===== src/pll_wd_pkg.sv =====
// How it works
// RULE1: Four-bit ratio, 1..10 multiply, 0 bypass.
// RULE2: System clock is oscillator times ratio over n.
// RULE3: Watchdog off during ratio change, on after lock.
// RULE4: Ratio write forces bypass until lock.
// RULE5: Halver bypass zero on ratio write.
// RULE6: Ratio writes need protected write access.
// RULE7: Power off after ratio zero; direct clock.
// RULE8: Reset leaves bypass mode, PLL powered.
// RULE9: Lost oscillator gives limp clock.
// RULE10: Bypass routes limp clock automatically.
// RULE11: Watchdog holds on limp clock.
// RULE12: Clock failure resets device, sets flag.
// RULE13: Eight-bit counter, 512-cycle low pulse.
// RULE14: Key 0x55 then 0xAA clears counter.
// RULE15: Watchdog wake goes to low-power controller.
// RULE16: Standby stops all but the watchdog.
// RULE17: Idle wake raises interrupt via expander.
// RULE18: Halt stops watchdog count and wake.
// RULE19: Lock flag set after interval, cleared on write.
// RULE20: Reserved ratio codes behave as bypass.
package pll_wd_pkg;
  // ----------------------------------------------------------------
  // Device register indices.
  // ----------------------------------------------------------------
  localparam logic [2:0] ADDR_STATUS    = 3'h0;
  localparam logic [2:0] ADDR_RATIO     = 3'h1;
  localparam logic [2:0] ADDR_WD_COUNT  = 3'h2;
  localparam logic [2:0] ADDR_WD_KEY    = 3'h3;
  localparam logic [2:0] ADDR_WD_CTRL   = 3'h4;
  // Status register bit positions.
  localparam int BIT_LOCK     = 0;
  localparam int BIT_HALVER   = 1;
  localparam int BIT_PLL_OFF  = 2;
  localparam int BIT_MISSING  = 3;
  localparam int BIT_LIMP     = 4;
  // Watchdog control bit positions.
  localparam int BIT_WD_DIS   = 0;
  localparam int BIT_WD_WAKE  = 1;
  // Ratio field and values.
  localparam int          RATIO_W     = 4;
  localparam logic [3:0]  RATIO_BYP   = 4'h0;
  localparam logic [3:0]  RATIO_MAX   = 4'hA;
  localparam logic [15:0] RATIO_RST   = 16'h0000;
  localparam logic [15:0] WD_CTRL_RST = 16'h0000;
  // Watchdog keys and timing.
  localparam logic [7:0]  KEY_ARM     = 8'h55;
  localparam logic [7:0]  KEY_CLEAR   = 8'hAA;
  localparam int          WD_W        = 8;
  localparam int          WD_PULSE_CYCLES = 512;
  localparam int          LOCK_CYCLES = 131072;
  // Low-power modes.
  localparam logic [1:0]  LPM_IDLE    = 2'h0;
  localparam logic [1:0]  LPM_STANDBY = 2'h1;
  // Controller register indices and command codes.
  localparam logic [1:0]  CREG_CMD    = 2'h0;
  localparam logic [1:0]  CREG_STAT   = 2'h1;
  localparam logic [2:0]  CMD_RATIO   = 3'h1;
  localparam logic [2:0]  CMD_KICK    = 3'h2;
  localparam logic [2:0]  CMD_PLL_OFF = 3'h3;
  localparam logic [2:0]  CMD_WD_CTRL = 3'h4;
  localparam int          CMD_ARG_LSB = 4;
  localparam int          CMD_OPT0    = 8;
  localparam int          CMD_OPT1    = 9;
  // Clock source selection.
  typedef enum logic [1:0] {SRC_OSC = 2'h0, SRC_PLL = 2'h1, SRC_LIMP = 2'h2} clk_src_t;
endpackage


===== src/pll_wd_if.sv =====
interface pll_wd_if;
  import pll_wd_pkg::*;
  logic [2:0]  addr;
  logic [15:0] wdata;
  logic        wr;
  logic        rd;
  logic [15:0] rdata;
  logic        prot_we;
  // ----------------------------------------------------------------
  // Device end answers reads one cycle after rd.
  // ----------------------------------------------------------------
  modport device (input addr, input wdata, input wr, input rd, input prot_we, output rdata);
  modport ctrl   (output addr, output wdata, output wr, output rd, output prot_we, input rdata);
endinterface


===== src/pll_wd_device.sv =====
module pll_wd_device
  import pll_wd_pkg::*;
#(
  parameter int LOCK_CNT = LOCK_CYCLES
) (
  // Clock and reset.
  input  wire logic       clk_sys_i,
  input  wire logic       rstn_i,
  // Register link.
  pll_wd_if.device        bus,
  // Oscillator and power mode.
  input  wire logic       osc_present_i,
  input  wire logic       low_power_i,
  input  wire logic [1:0] lpm_mode_i,
  // Clock outputs.
  output clk_src_t        clk_src_o,
  output logic [3:0]      clk_mult_o,
  output logic [1:0]      clk_div_o,
  output logic            periph_run_o,
  // Resets and wakeups.
  output logic            device_reset_n_o,
  output logic            watchdog_reset_out_n_o,
  output logic            watchdog_wake_irq_o,
  output logic            lpm_wake_o,
  output logic            expander_irq_o
);
  // ----------------------------------------------------------------
  // Registers.
  // ----------------------------------------------------------------
  logic [RATIO_W-1:0] ratio_reg;
  logic               halver_reg;
  logic               pll_off_reg;
  logic               lock_reg;
  logic [16:0]        lock_cnt_reg;
  logic               missing_reg;
  logic               seen_osc_reg;
  logic               limp_reg;
  logic               clk_fail_rst_reg;
  logic [WD_W-1:0]    wd_cnt_reg;
  logic               wd_dis_reg;
  logic               wd_wake_reg;
  logic               key_armed_reg;
  logic [9:0]         pulse_cnt_reg;
  logic               pulse_rst_reg;
  logic [15:0]        rdata_reg;

  logic ratio_wr;
  logic stat_wr;
  logic ctrl_wr;
  logic key_wr;
  logic fail_evt;
  logic halt_mode;
  logic wd_run;
  logic wd_top;

  // Ratio codes above ten are treated like bypass.
  function automatic logic ratio_valid(input logic [RATIO_W-1:0] r);
    ratio_valid = (r != RATIO_BYP) && (r <= RATIO_MAX); // see RULE1 see RULE20
  endfunction

  // Protected registers take writes only with protected access open.
  assign ratio_wr  = bus.wr && bus.prot_we && (bus.addr == ADDR_RATIO); // see RULE6
  assign stat_wr   = bus.wr && bus.prot_we && (bus.addr == ADDR_STATUS);
  assign ctrl_wr   = bus.wr && bus.prot_we && (bus.addr == ADDR_WD_CTRL);
  assign key_wr    = bus.wr && (bus.addr == ADDR_WD_KEY);
  assign halt_mode = low_power_i && lpm_mode_i[1];
  // Oscillator loss after it was once seen, with the PLL powered.
  assign fail_evt  = seen_osc_reg && !osc_present_i && !pll_off_reg && !limp_reg; // see RULE9

  // ----------------------------------------------------------------
  // Clock configuration.
  // ----------------------------------------------------------------
  // Ratio, halver and power-off; a clock failure restores defaults.
  always_ff @(posedge clk_sys_i) begin
    if (!rstn_i || fail_evt) begin
      ratio_reg   <= RATIO_RST[RATIO_W-1:0]; // see RULE8 see RULE12
      halver_reg  <= 1'b0;
      pll_off_reg <= 1'b0;
    end else begin
      if (ratio_wr) begin
        ratio_reg <= bus.wdata[RATIO_W-1:0];
      end
      if (stat_wr) begin
        halver_reg  <= bus.wdata[BIT_HALVER];
        pll_off_reg <= bus.wdata[BIT_PLL_OFF]; // see RULE7
      end
    end
  end

  // Lock timer counts oscillator cycles after each ratio write.
  always_ff @(posedge clk_sys_i) begin
    if (!rstn_i || fail_evt) begin
      lock_reg     <= 1'b0;
      lock_cnt_reg <= '0;
    end else if (ratio_wr) begin
      lock_reg     <= 1'b0; // see RULE19
      lock_cnt_reg <= 17'(LOCK_CNT - 1);
    end else if (!lock_reg && lock_cnt_reg != '0 && osc_present_i && !pll_off_reg) begin
      lock_cnt_reg <= lock_cnt_reg - 17'd1;
    end else if (!lock_reg && lock_cnt_reg == '0 && osc_present_i && !pll_off_reg) begin
      lock_reg <= 1'b1; // see RULE19
    end
  end

  // Clock source: bypass until lock, limp on loss, direct when off.
  always_comb begin
    if (limp_reg) begin
      clk_src_o  = SRC_LIMP; // see RULE10
      clk_mult_o = 4'h1;
    end else if (!pll_off_reg && lock_reg && ratio_valid(ratio_reg)) begin
      clk_src_o  = SRC_PLL; // see RULE4
      clk_mult_o = ratio_reg;
    end else begin
      clk_src_o  = SRC_OSC; // see RULE7 see RULE20
      clk_mult_o = 4'h1;
    end
    clk_div_o    = halver_reg ? 2'd1 : 2'd2; // see RULE2
    periph_run_o = !low_power_i || (lpm_mode_i == LPM_IDLE); // see RULE16
  end

  // ----------------------------------------------------------------
  // Missing clock detection.
  // ----------------------------------------------------------------
  // Limp mode lasts until reset; the flag survives the self reset.
  always_ff @(posedge clk_sys_i) begin
    if (!rstn_i) begin
      seen_osc_reg     <= 1'b0;
      limp_reg         <= 1'b0;
      missing_reg      <= 1'b0;
      clk_fail_rst_reg <= 1'b0;
    end else begin
      seen_osc_reg     <= seen_osc_reg || osc_present_i;
      clk_fail_rst_reg <= fail_evt; // see RULE12
      if (fail_evt) begin
        limp_reg <= 1'b1; // see RULE9
      end
      // A new failure wins over a clear in the same cycle.
      if (fail_evt) begin
        missing_reg <= 1'b1; // see RULE12
      end else if (stat_wr && bus.wdata[BIT_MISSING]) begin
        missing_reg <= 1'b0;
      end
    end
  end

  assign device_reset_n_o = !clk_fail_rst_reg;

  // ----------------------------------------------------------------
  // Watchdog.
  // ----------------------------------------------------------------
  // Counts on the live oscillator only, also in standby, not in halt.
  assign wd_run = !wd_dis_reg && osc_present_i && !limp_reg && !halt_mode; // see RULE11 see RULE18 see RULE16
  assign wd_top = wd_run && (wd_cnt_reg == {WD_W{1'b1}});

  // Control register.
  always_ff @(posedge clk_sys_i) begin
    if (!rstn_i || fail_evt) begin
      wd_dis_reg  <= WD_CTRL_RST[BIT_WD_DIS];
      wd_wake_reg <= WD_CTRL_RST[BIT_WD_WAKE];
    end else if (ctrl_wr) begin
      wd_dis_reg  <= bus.wdata[BIT_WD_DIS];
      wd_wake_reg <= bus.wdata[BIT_WD_WAKE];
    end
  end

  // Key sequence: 0x55 arms, 0xAA then clears and disarms; other values leave the arming unchanged.
  always_ff @(posedge clk_sys_i) begin
    if (!rstn_i || fail_evt) begin
      key_armed_reg <= 1'b0;
    end else if (key_wr) begin
      key_armed_reg <= (bus.wdata[7:0] == KEY_ARM) || (key_armed_reg && bus.wdata[7:0] != KEY_CLEAR); // see RULE14
    end
  end

  // Up counter, cleared by a completed key sequence.
  always_ff @(posedge clk_sys_i) begin
    if (!rstn_i || fail_evt) begin
      wd_cnt_reg <= '0;
    end else if (key_wr && key_armed_reg && bus.wdata[7:0] == KEY_CLEAR) begin
      wd_cnt_reg <= '0; // see RULE14
    end else if (wd_run) begin
      wd_cnt_reg <= wd_cnt_reg + 8'd1; // see RULE13
    end
  end

  // Output pulse of 512 oscillator cycles on reaching the maximum.
  always_ff @(posedge clk_sys_i) begin
    if (!rstn_i) begin
      pulse_cnt_reg <= '0;
      pulse_rst_reg <= 1'b0;
    end else if (wd_top && pulse_cnt_reg == '0) begin
      pulse_cnt_reg <= 10'(WD_PULSE_CYCLES); // see RULE13
      pulse_rst_reg <= !wd_wake_reg;
    end else if (pulse_cnt_reg != '0) begin
      pulse_cnt_reg <= pulse_cnt_reg - 10'd1;
    end
  end

  // Wake routing: standby to the low-power controller, idle to the expander.
  always_comb begin
    watchdog_reset_out_n_o = !(pulse_cnt_reg != '0 && pulse_rst_reg); // see RULE13
    watchdog_wake_irq_o    = pulse_cnt_reg != '0 && !pulse_rst_reg && !halt_mode; // see RULE18
    lpm_wake_o             = watchdog_wake_irq_o && low_power_i && lpm_mode_i == LPM_STANDBY; // see RULE15
    expander_irq_o         = watchdog_wake_irq_o && !(low_power_i && lpm_mode_i != LPM_IDLE); // see RULE17
  end

  // ----------------------------------------------------------------
  // Read port.
  // ----------------------------------------------------------------
  // Read data stand in the cycle after the read strobe.
  always_ff @(posedge clk_sys_i) begin
    if (!rstn_i) begin
      rdata_reg <= '0;
    end else if (bus.rd) begin
      unique case (bus.addr)
        ADDR_STATUS:   rdata_reg <= 16'({limp_reg, missing_reg, pll_off_reg, halver_reg, lock_reg});
        ADDR_RATIO:    rdata_reg <= 16'(ratio_reg);
        ADDR_WD_COUNT: rdata_reg <= 16'(wd_cnt_reg);
        ADDR_WD_CTRL:  rdata_reg <= 16'({wd_wake_reg, wd_dis_reg});
        default:       rdata_reg <= '0;
      endcase
    end else begin
      rdata_reg <= '0;
    end
  end

  assign bus.rdata = rdata_reg;
endmodule // pll_wd_device


===== src/flat_wrapper.sv =====
// flat-port wrapper written by rule: the top's interface ports become plain ports
module pll_wd_device_flat import pll_wd_pkg::*;
#(
  parameter int LOCK_CNT = LOCK_CYCLES
)
  (clk_sys_i, rstn_i, osc_present_i, low_power_i, lpm_mode_i, clk_src_o, clk_mult_o, clk_div_o, periph_run_o, device_reset_n_o, watchdog_reset_out_n_o, watchdog_wake_irq_o, lpm_wake_o, expander_irq_o, bus_addr, bus_wdata, bus_wr, bus_rd, bus_prot_we, bus_rdata);
  pll_wd_if bus_i ();
  input  wire logic clk_sys_i;
  input  wire logic rstn_i;
  input  wire logic osc_present_i;
  input  wire logic low_power_i;
  input  wire logic [1:0] lpm_mode_i;
  output clk_src_t clk_src_o;
  output logic [3:0] clk_mult_o;
  output logic [1:0] clk_div_o;
  output logic periph_run_o;
  output logic device_reset_n_o;
  output logic watchdog_reset_out_n_o;
  output logic watchdog_wake_irq_o;
  output logic lpm_wake_o;
  output logic expander_irq_o;
  input wire logic [$bits(bus_i.addr)-1:0] bus_addr;
  input wire logic [$bits(bus_i.wdata)-1:0] bus_wdata;
  input wire logic [$bits(bus_i.wr)-1:0] bus_wr;
  input wire logic [$bits(bus_i.rd)-1:0] bus_rd;
  input wire logic [$bits(bus_i.prot_we)-1:0] bus_prot_we;
  output wire logic [$bits(bus_i.rdata)-1:0] bus_rdata;
  assign bus_i.addr = bus_addr;
  assign bus_i.wdata = bus_wdata;
  assign bus_i.wr = bus_wr;
  assign bus_i.rd = bus_rd;
  assign bus_i.prot_we = bus_prot_we;
  assign bus_rdata = bus_i.rdata;
  pll_wd_device #(.LOCK_CNT(LOCK_CNT)) u_core (.clk_sys_i(clk_sys_i), .rstn_i(rstn_i), .bus(bus_i), .osc_present_i(osc_present_i), .low_power_i(low_power_i), .lpm_mode_i(lpm_mode_i), .clk_src_o(clk_src_o), .clk_mult_o(clk_mult_o), .clk_div_o(clk_div_o), .periph_run_o(periph_run_o), .device_reset_n_o(device_reset_n_o), .watchdog_reset_out_n_o(watchdog_reset_out_n_o), .watchdog_wake_irq_o(watchdog_wake_irq_o), .lpm_wake_o(lpm_wake_o), .expander_irq_o(expander_irq_o));
endmodule

===== config.mk =====
export PLATFORM = sky130hd
export DESIGN_NAME = pll_wd_device_flat
export DESIGN_NICKNAME = d
export VERILOG_FILES = /design/src/pll_wd_pkg.sv /design/src/pll_wd_if.sv /design/src/pll_wd_device.sv /design/src/flat_wrapper.sv
export SDC_FILE = /design/constraint.sdc
export NUM_CORES = 1
export LEC_CHECK = 0
export BUFFER_PORTS_ARGS = -buffer_cell sky130_fd_sc_hd__clkbuf_2
export CAP_MARGIN = 20
export CORE_ASPECT_RATIO = 0.7
export CORE_MARGIN = 2
export CORE_UTILIZATION = 55
export CTS_BUF_LIST = sky130_fd_sc_hd__clkbuf_8
export CTS_CLUSTER_DIAMETER = 80
export DETAILED_ROUTE_END_ITERATION = 10
export GPL_ROUTABILITY_DRIVEN = 0
export PLACE_DENSITY = 0.79
export SLEW_MARGIN = 15
export SYNTH_ARGS = -nofsm -noshare
export SYNTH_HDL_FRONTEND = slang
export SYNTH_SLANG_ARGS = --single-unit

===== constraint.sdc =====
create_clock -name clk_sys_i -period 2.84 [get_ports clk_sys_i]
set_clock_uncertainty 0.15 [all_clocks]
set_input_delay 0.426 -clock clk_sys_i [delete_from_list [all_inputs] [get_ports clk_sys_i]]
set_output_delay 0.426 -clock clk_sys_i [all_outputs]
set_load 0.01 [all_outputs]

# == Yosys cells after proc, flatten, opt, wreduce, memory -nomap -nowiden ==
# Cells that the tools add are included.
# word_totals
ram_bits,0
out_inout_bits,30
reg_bits,66
romBits,0
memories,0
elab_cells,111
inputBits,28
latchBits,0
# op_classes
multipliers,0
n_addsub,3
mux,12
div,0
bitwise_logic,2
n_lt_le_gt_ge,1
reduce_logical,67
n_eq_ne,9
n_shift,0
# op_table
operator,n
$logic_and 1x1->1,34
$mux 17,2
$pmux 8 s4,1
$mux 10,2
$logic_not 17->1,1
$reduce_bool 17->1,1
$sub 17x1->17 const B,1
$eq 8x8->1 const B,2
$logic_not 1->1,13
$logic_not 10->1,1
$reduce_bool 10->1,1
$sub 10x1->10 const B,1
$add 8x1->8 const B,1
$eq 8x7->1 const B,1
$mux 4,2
$ne 8x8->1 const B,1
$reduce_bool 2->1,4
$eq 3x2->1 const B,2
$reduce_or 2->1,3
$le 4x4->1 const B,1
$logic_or 1x1->1,4
$mux 2,2
$reduce_and 2->1,2
$reduce_bool 4->1,1
7 further kinds,10

# == Longest topological paths before layout ==
# depth
ltp_word,7
depth_mapped,7
ltp_nobuf,6

# == Worst setup path after synthesis ==
# No wires, ideal clock.
# synth_path
path_type,register to register
startpoint,reg u_core.lock_cnt_reg[0]
endpoint,reg u_core.lock_cnt_reg[8]
required_ps,2616
period_less_slack_ps,2206
path_buffers,0
arrival_ps,1982
path_stages_with_launch,7
setup_slack_ps,634
setup_ps,74
path_cell_list,dfxtp_1 > inv_1 > ha_1 > or4b_4 > or4_1 > or3_1 > a31oi_1
# synth_between
elab_chain_len,5
word_cells_on_any_way,8
classes_between,add/sub: 1; mux: 2; reduce/logical: 5
# synth_rtl
element,line,text
from (decl),pll_wd_device.sv:34,logic [16:0] lock_cnt_reg;
from (signal assigned),pll_wd_device.sv:97,lock_cnt_reg <= 17'(LOCK_CNT - 1);
from (signal assigned),pll_wd_device.sv:99,lock_cnt_reg <= lock_cnt_reg - 17'd1;
"parallel branches: the longest is 5 deep, another holds $sub 17x1->17",n/a,
# Several ways; the timed one is not identified. The select of a mux whose other input is x is not followed.
# A chain may end at the register's enable or synchronous reset.

# == Final worst setup path ==
# layout_path
startpoint,reg u_core.pulse_cnt_reg[0]
endpoint,out watchdog_wake_irq_o
# layout_between
elab_chain_len,3
# layout_rtl
element,line,text
from (decl),pll_wd_device.sv:43,logic [9:0] pulse_cnt_reg;
from (signal assigned),pll_wd_device.sv:192,pulse_cnt_reg <= 10'(WD_PULSE_CYCLES);
from (signal assigned),pll_wd_device.sv:195,pulse_cnt_reg <= pulse_cnt_reg - 10'd1;
$reduce_bool 10->1,pll_wd_device.sv:202,watchdog_wake_irq_o = pulse_cnt_reg != '0 && !pulse_rst_reg && !halt_mode;
$logic_and 1x1->1 (2 in a row),pll_wd_device.sv:202,
to (decl),flat_wrapper.sv:19,output logic watchdog_wake_irq_o;
# Every way passes these cells.

==> metrics.cfg <==
[critical_path]
critPathTopFamily = simple AND/OR/NAND/NOR gates
path_cells = inv_1 > ha_1 > nor4b_2 > and3_1 > a211oi_1 > clkbuf_2
cp-start-kind = register
path_buf_inv = 2
crit_fanout = 8
cp_data_arrival_time_ps = 2010
crit_type = register to output port
required_ps = 2260
cp_slowest_stage_delay_ps = 430
crit_slowest_cell = and3_1
reg2reg_slack_ps = 410
cp-end-kind = output port

[route]
drtPass1Iterations = 4
num_vias = 2795
drt_iter0_drc = 205
drtAntennaViolNets = 0
via_per_inst = 5.92
wl_per_cell_um = 15.3
wl_um = 7240
drc = 0

[cts]
clkSinkCount = 58
h-tree-depth = 3
cts-root-buf = clkbuf_8
clock_latency_ps = 330
clk_pin_slew_ps = 60
cts_buffers = 9
cts_setup_buffers = 0
tritoncts = yes
postCtsHoldBufs = 0
post_cts_resized = 0
clk_path_buf_depth = 2

[die]
io_pins = 58
die_x_um = 92.6
initial_utilization = 0.572
dieArea_um2 = 6120
die_h_um = 66.1
core-area_um2 = 5290
num_rows = 22

[yosys]
async_reset_ff_frac = 0
yosysWarningCount = 0
synthTopCellsByArea = dfxtp_1 (38%), nor2_1 (3.8%), mux2i_1 (3.6%)
synth_xor_area_frac = 0.0318
avgSynthCellArea_um2 = 8.57
synth_area_leader_cell = dfxtp_1
muxShareOfSynthArea = 0.0364
yosysSeqAreaShare = 0.384
synthCells = 353
synth_cell_types = 58
synth_top_family_by_area = simple AND/OR/NAND/NOR gates
ys_seq_elements = 58
synth_ff_type = dfxtp_1
synthSimpleGateAreaFrac = 0.314
synth_common_cells = dfxtp_1 (58), nor2_1 (31), nand2_1 (23)
synth_most_common_cell = dfxtp_1
synth_top_cell_area_share = 0.384
synthAdderAreaFrac = 0.0165
synth-edff-count = 0
syn_area_um2 = 3030
synth_compound_area_frac = 0.158

[grt]
grt_max_degree = 18
grtUsageTotal = 0.261
grt_pass1_wl_um = 12300
antenna_found_initial = 0
first_global_vias = 2566
gr-total-overflow = 0

[sta]
period_minus_slack_ps = 2590
final_max_slew_viol_count = 0
setup_tns_ps = 0
worst_slew_pin_slew_ps = 638
post-route-period-util = 0.912
max_freq_ghz = 0.386
relSlewSlack = 0.571
rsz0062_at_grt = no
hold_viol_final = 0
setup_viol = 0

[final_layout]
fin_nets = 427
diodes = 0
area_growth_pct = 14.6
largest_register_ffs = 17
drive_gt1_frac = 0.180

[power]
p_sw_frac = 0.406
power_leakage_nw = 1.43
peakVddDrop_uv = 525
p_int_mw = 2.05
power.total_mw = 3.46
power_density_nw_per_um2 = 997
p_clk_frac = 0.219
seqPwrFrac = 0.344
p_comb_frac = 0.437
p_sw_mw = 1.40

[placement]
port_buffers = 41
place_hpwl_um = 5210

[run_status]
status = finished clean

[job]
drv_cap = 0

[worst_hold_path]
hold_class = primary input to register

[routing by layer]
| layer | wire length (um) | vias to the layer above | global-route usage |
|---|---|---|---|
| li1 | - | 1384 | - |
| met3 | 471 | 6 | 0.0844 |
| met2 | 3460 | 80 | 0.435 |
| met5 | 0 | - | 0 |
| met4 | 64 | 0 | 0.0717 |
| met1 | 3240 | 1325 | 0.328 |
[final cells by class]
class | count | area [um2]
timing repair buffer | 49 | 265
clock buffer | 11 | 151
clock inverter | 5 | 46.3
tap | 72 | 90.1
multi-input combinational | 267 | 1710
inverter | 10 | 37.5
fill | 474 | 1820
sequential | 58 | 1160
[power by group through the flow]
stage	sequential, mW	combinational [mW]	clock, mW
finish	1.19	1.51	0.756
CTS	1.18	1.49	0.767
global placement	1.18	1.42	0
floorplan	1.14	1.23	0
detailed placement	1.19	1.48	0
global route	1.22	1.68	0.818
[worst reg2reg max path: stages, from the launching register on]
cell     delay, ps
dfxtp_1        380
inv_1          100
ha_1           210
or4b_4         520
or4_1          510
or3_1          320
a31oi_1        170
[final timing paths]
path,startpoint,end,cells past startpoint
worst max-delay path,u_core.pulse_cnt_reg[0]$_SDFFE_PP0N_,watchdog_wake_irq_o,6
worst min-delay path,bus_wdata[2],u_core.ratio_reg[2]$_SDFFE_PP0P_,3
worst max register to register,u_core.lock_cnt_reg[0]$_SDFFE_PP0P_,u_core.lock_cnt_reg[8]$_SDFFE_PP0P_,6
worst min register to register,u_core.key_armed_reg$_SDFFE_PP0N_,u_core.key_armed_reg$_SDFFE_PP0N_,2
[kinds of logic after synthesis]
logic type	after synthesis
and+or+nand+nor	163
AOI/OAI and AO/OA	70
DFF	58
buffers and inverters	35
xor gates and xnor gates	11
muxes	11
adders and majority gates	4
other	1
[through the flow]
stage                     cell area [um2]  hold WS (ps)  cells  utilization  worst slack [ps]
after CTS                            3470           204    472        0.656               272
after floorplan                      3050           270    360            -               634
final                                3470           214    472        0.656               249
after detailed placement             3270           291    456        0.618               449
after global routing                 3470           221    472        0.656               123
after global placement               3270           281    456        0.618               496
[placed cells by master, fill, tap and decap left out, drive strengths merged, types with 6 or more instances in the layout]
| master | n |
|---|---|
| a21oi | 18 |
| a31oi | 9 |
| and2 | 10 |
| and3 | 7 |
| buf | 8 |
| clkbuf | 52 |
| conb | 8 |
| dfxtp | 58 |
| inv | 13 |
| mux2i | 11 |
| nand2 | 23 |
| nand2b | 8 |
| nand3 | 15 |
| nand4 | 11 |
| nor2 | 31 |
| nor3 | 10 |
| nor4 | 8 |
| o21ai | 10 |
| or3 | 6 |
| or4 | 7 |
| xor2 | 8 |
Note: power is estimated with default switching activity, not from simulation.
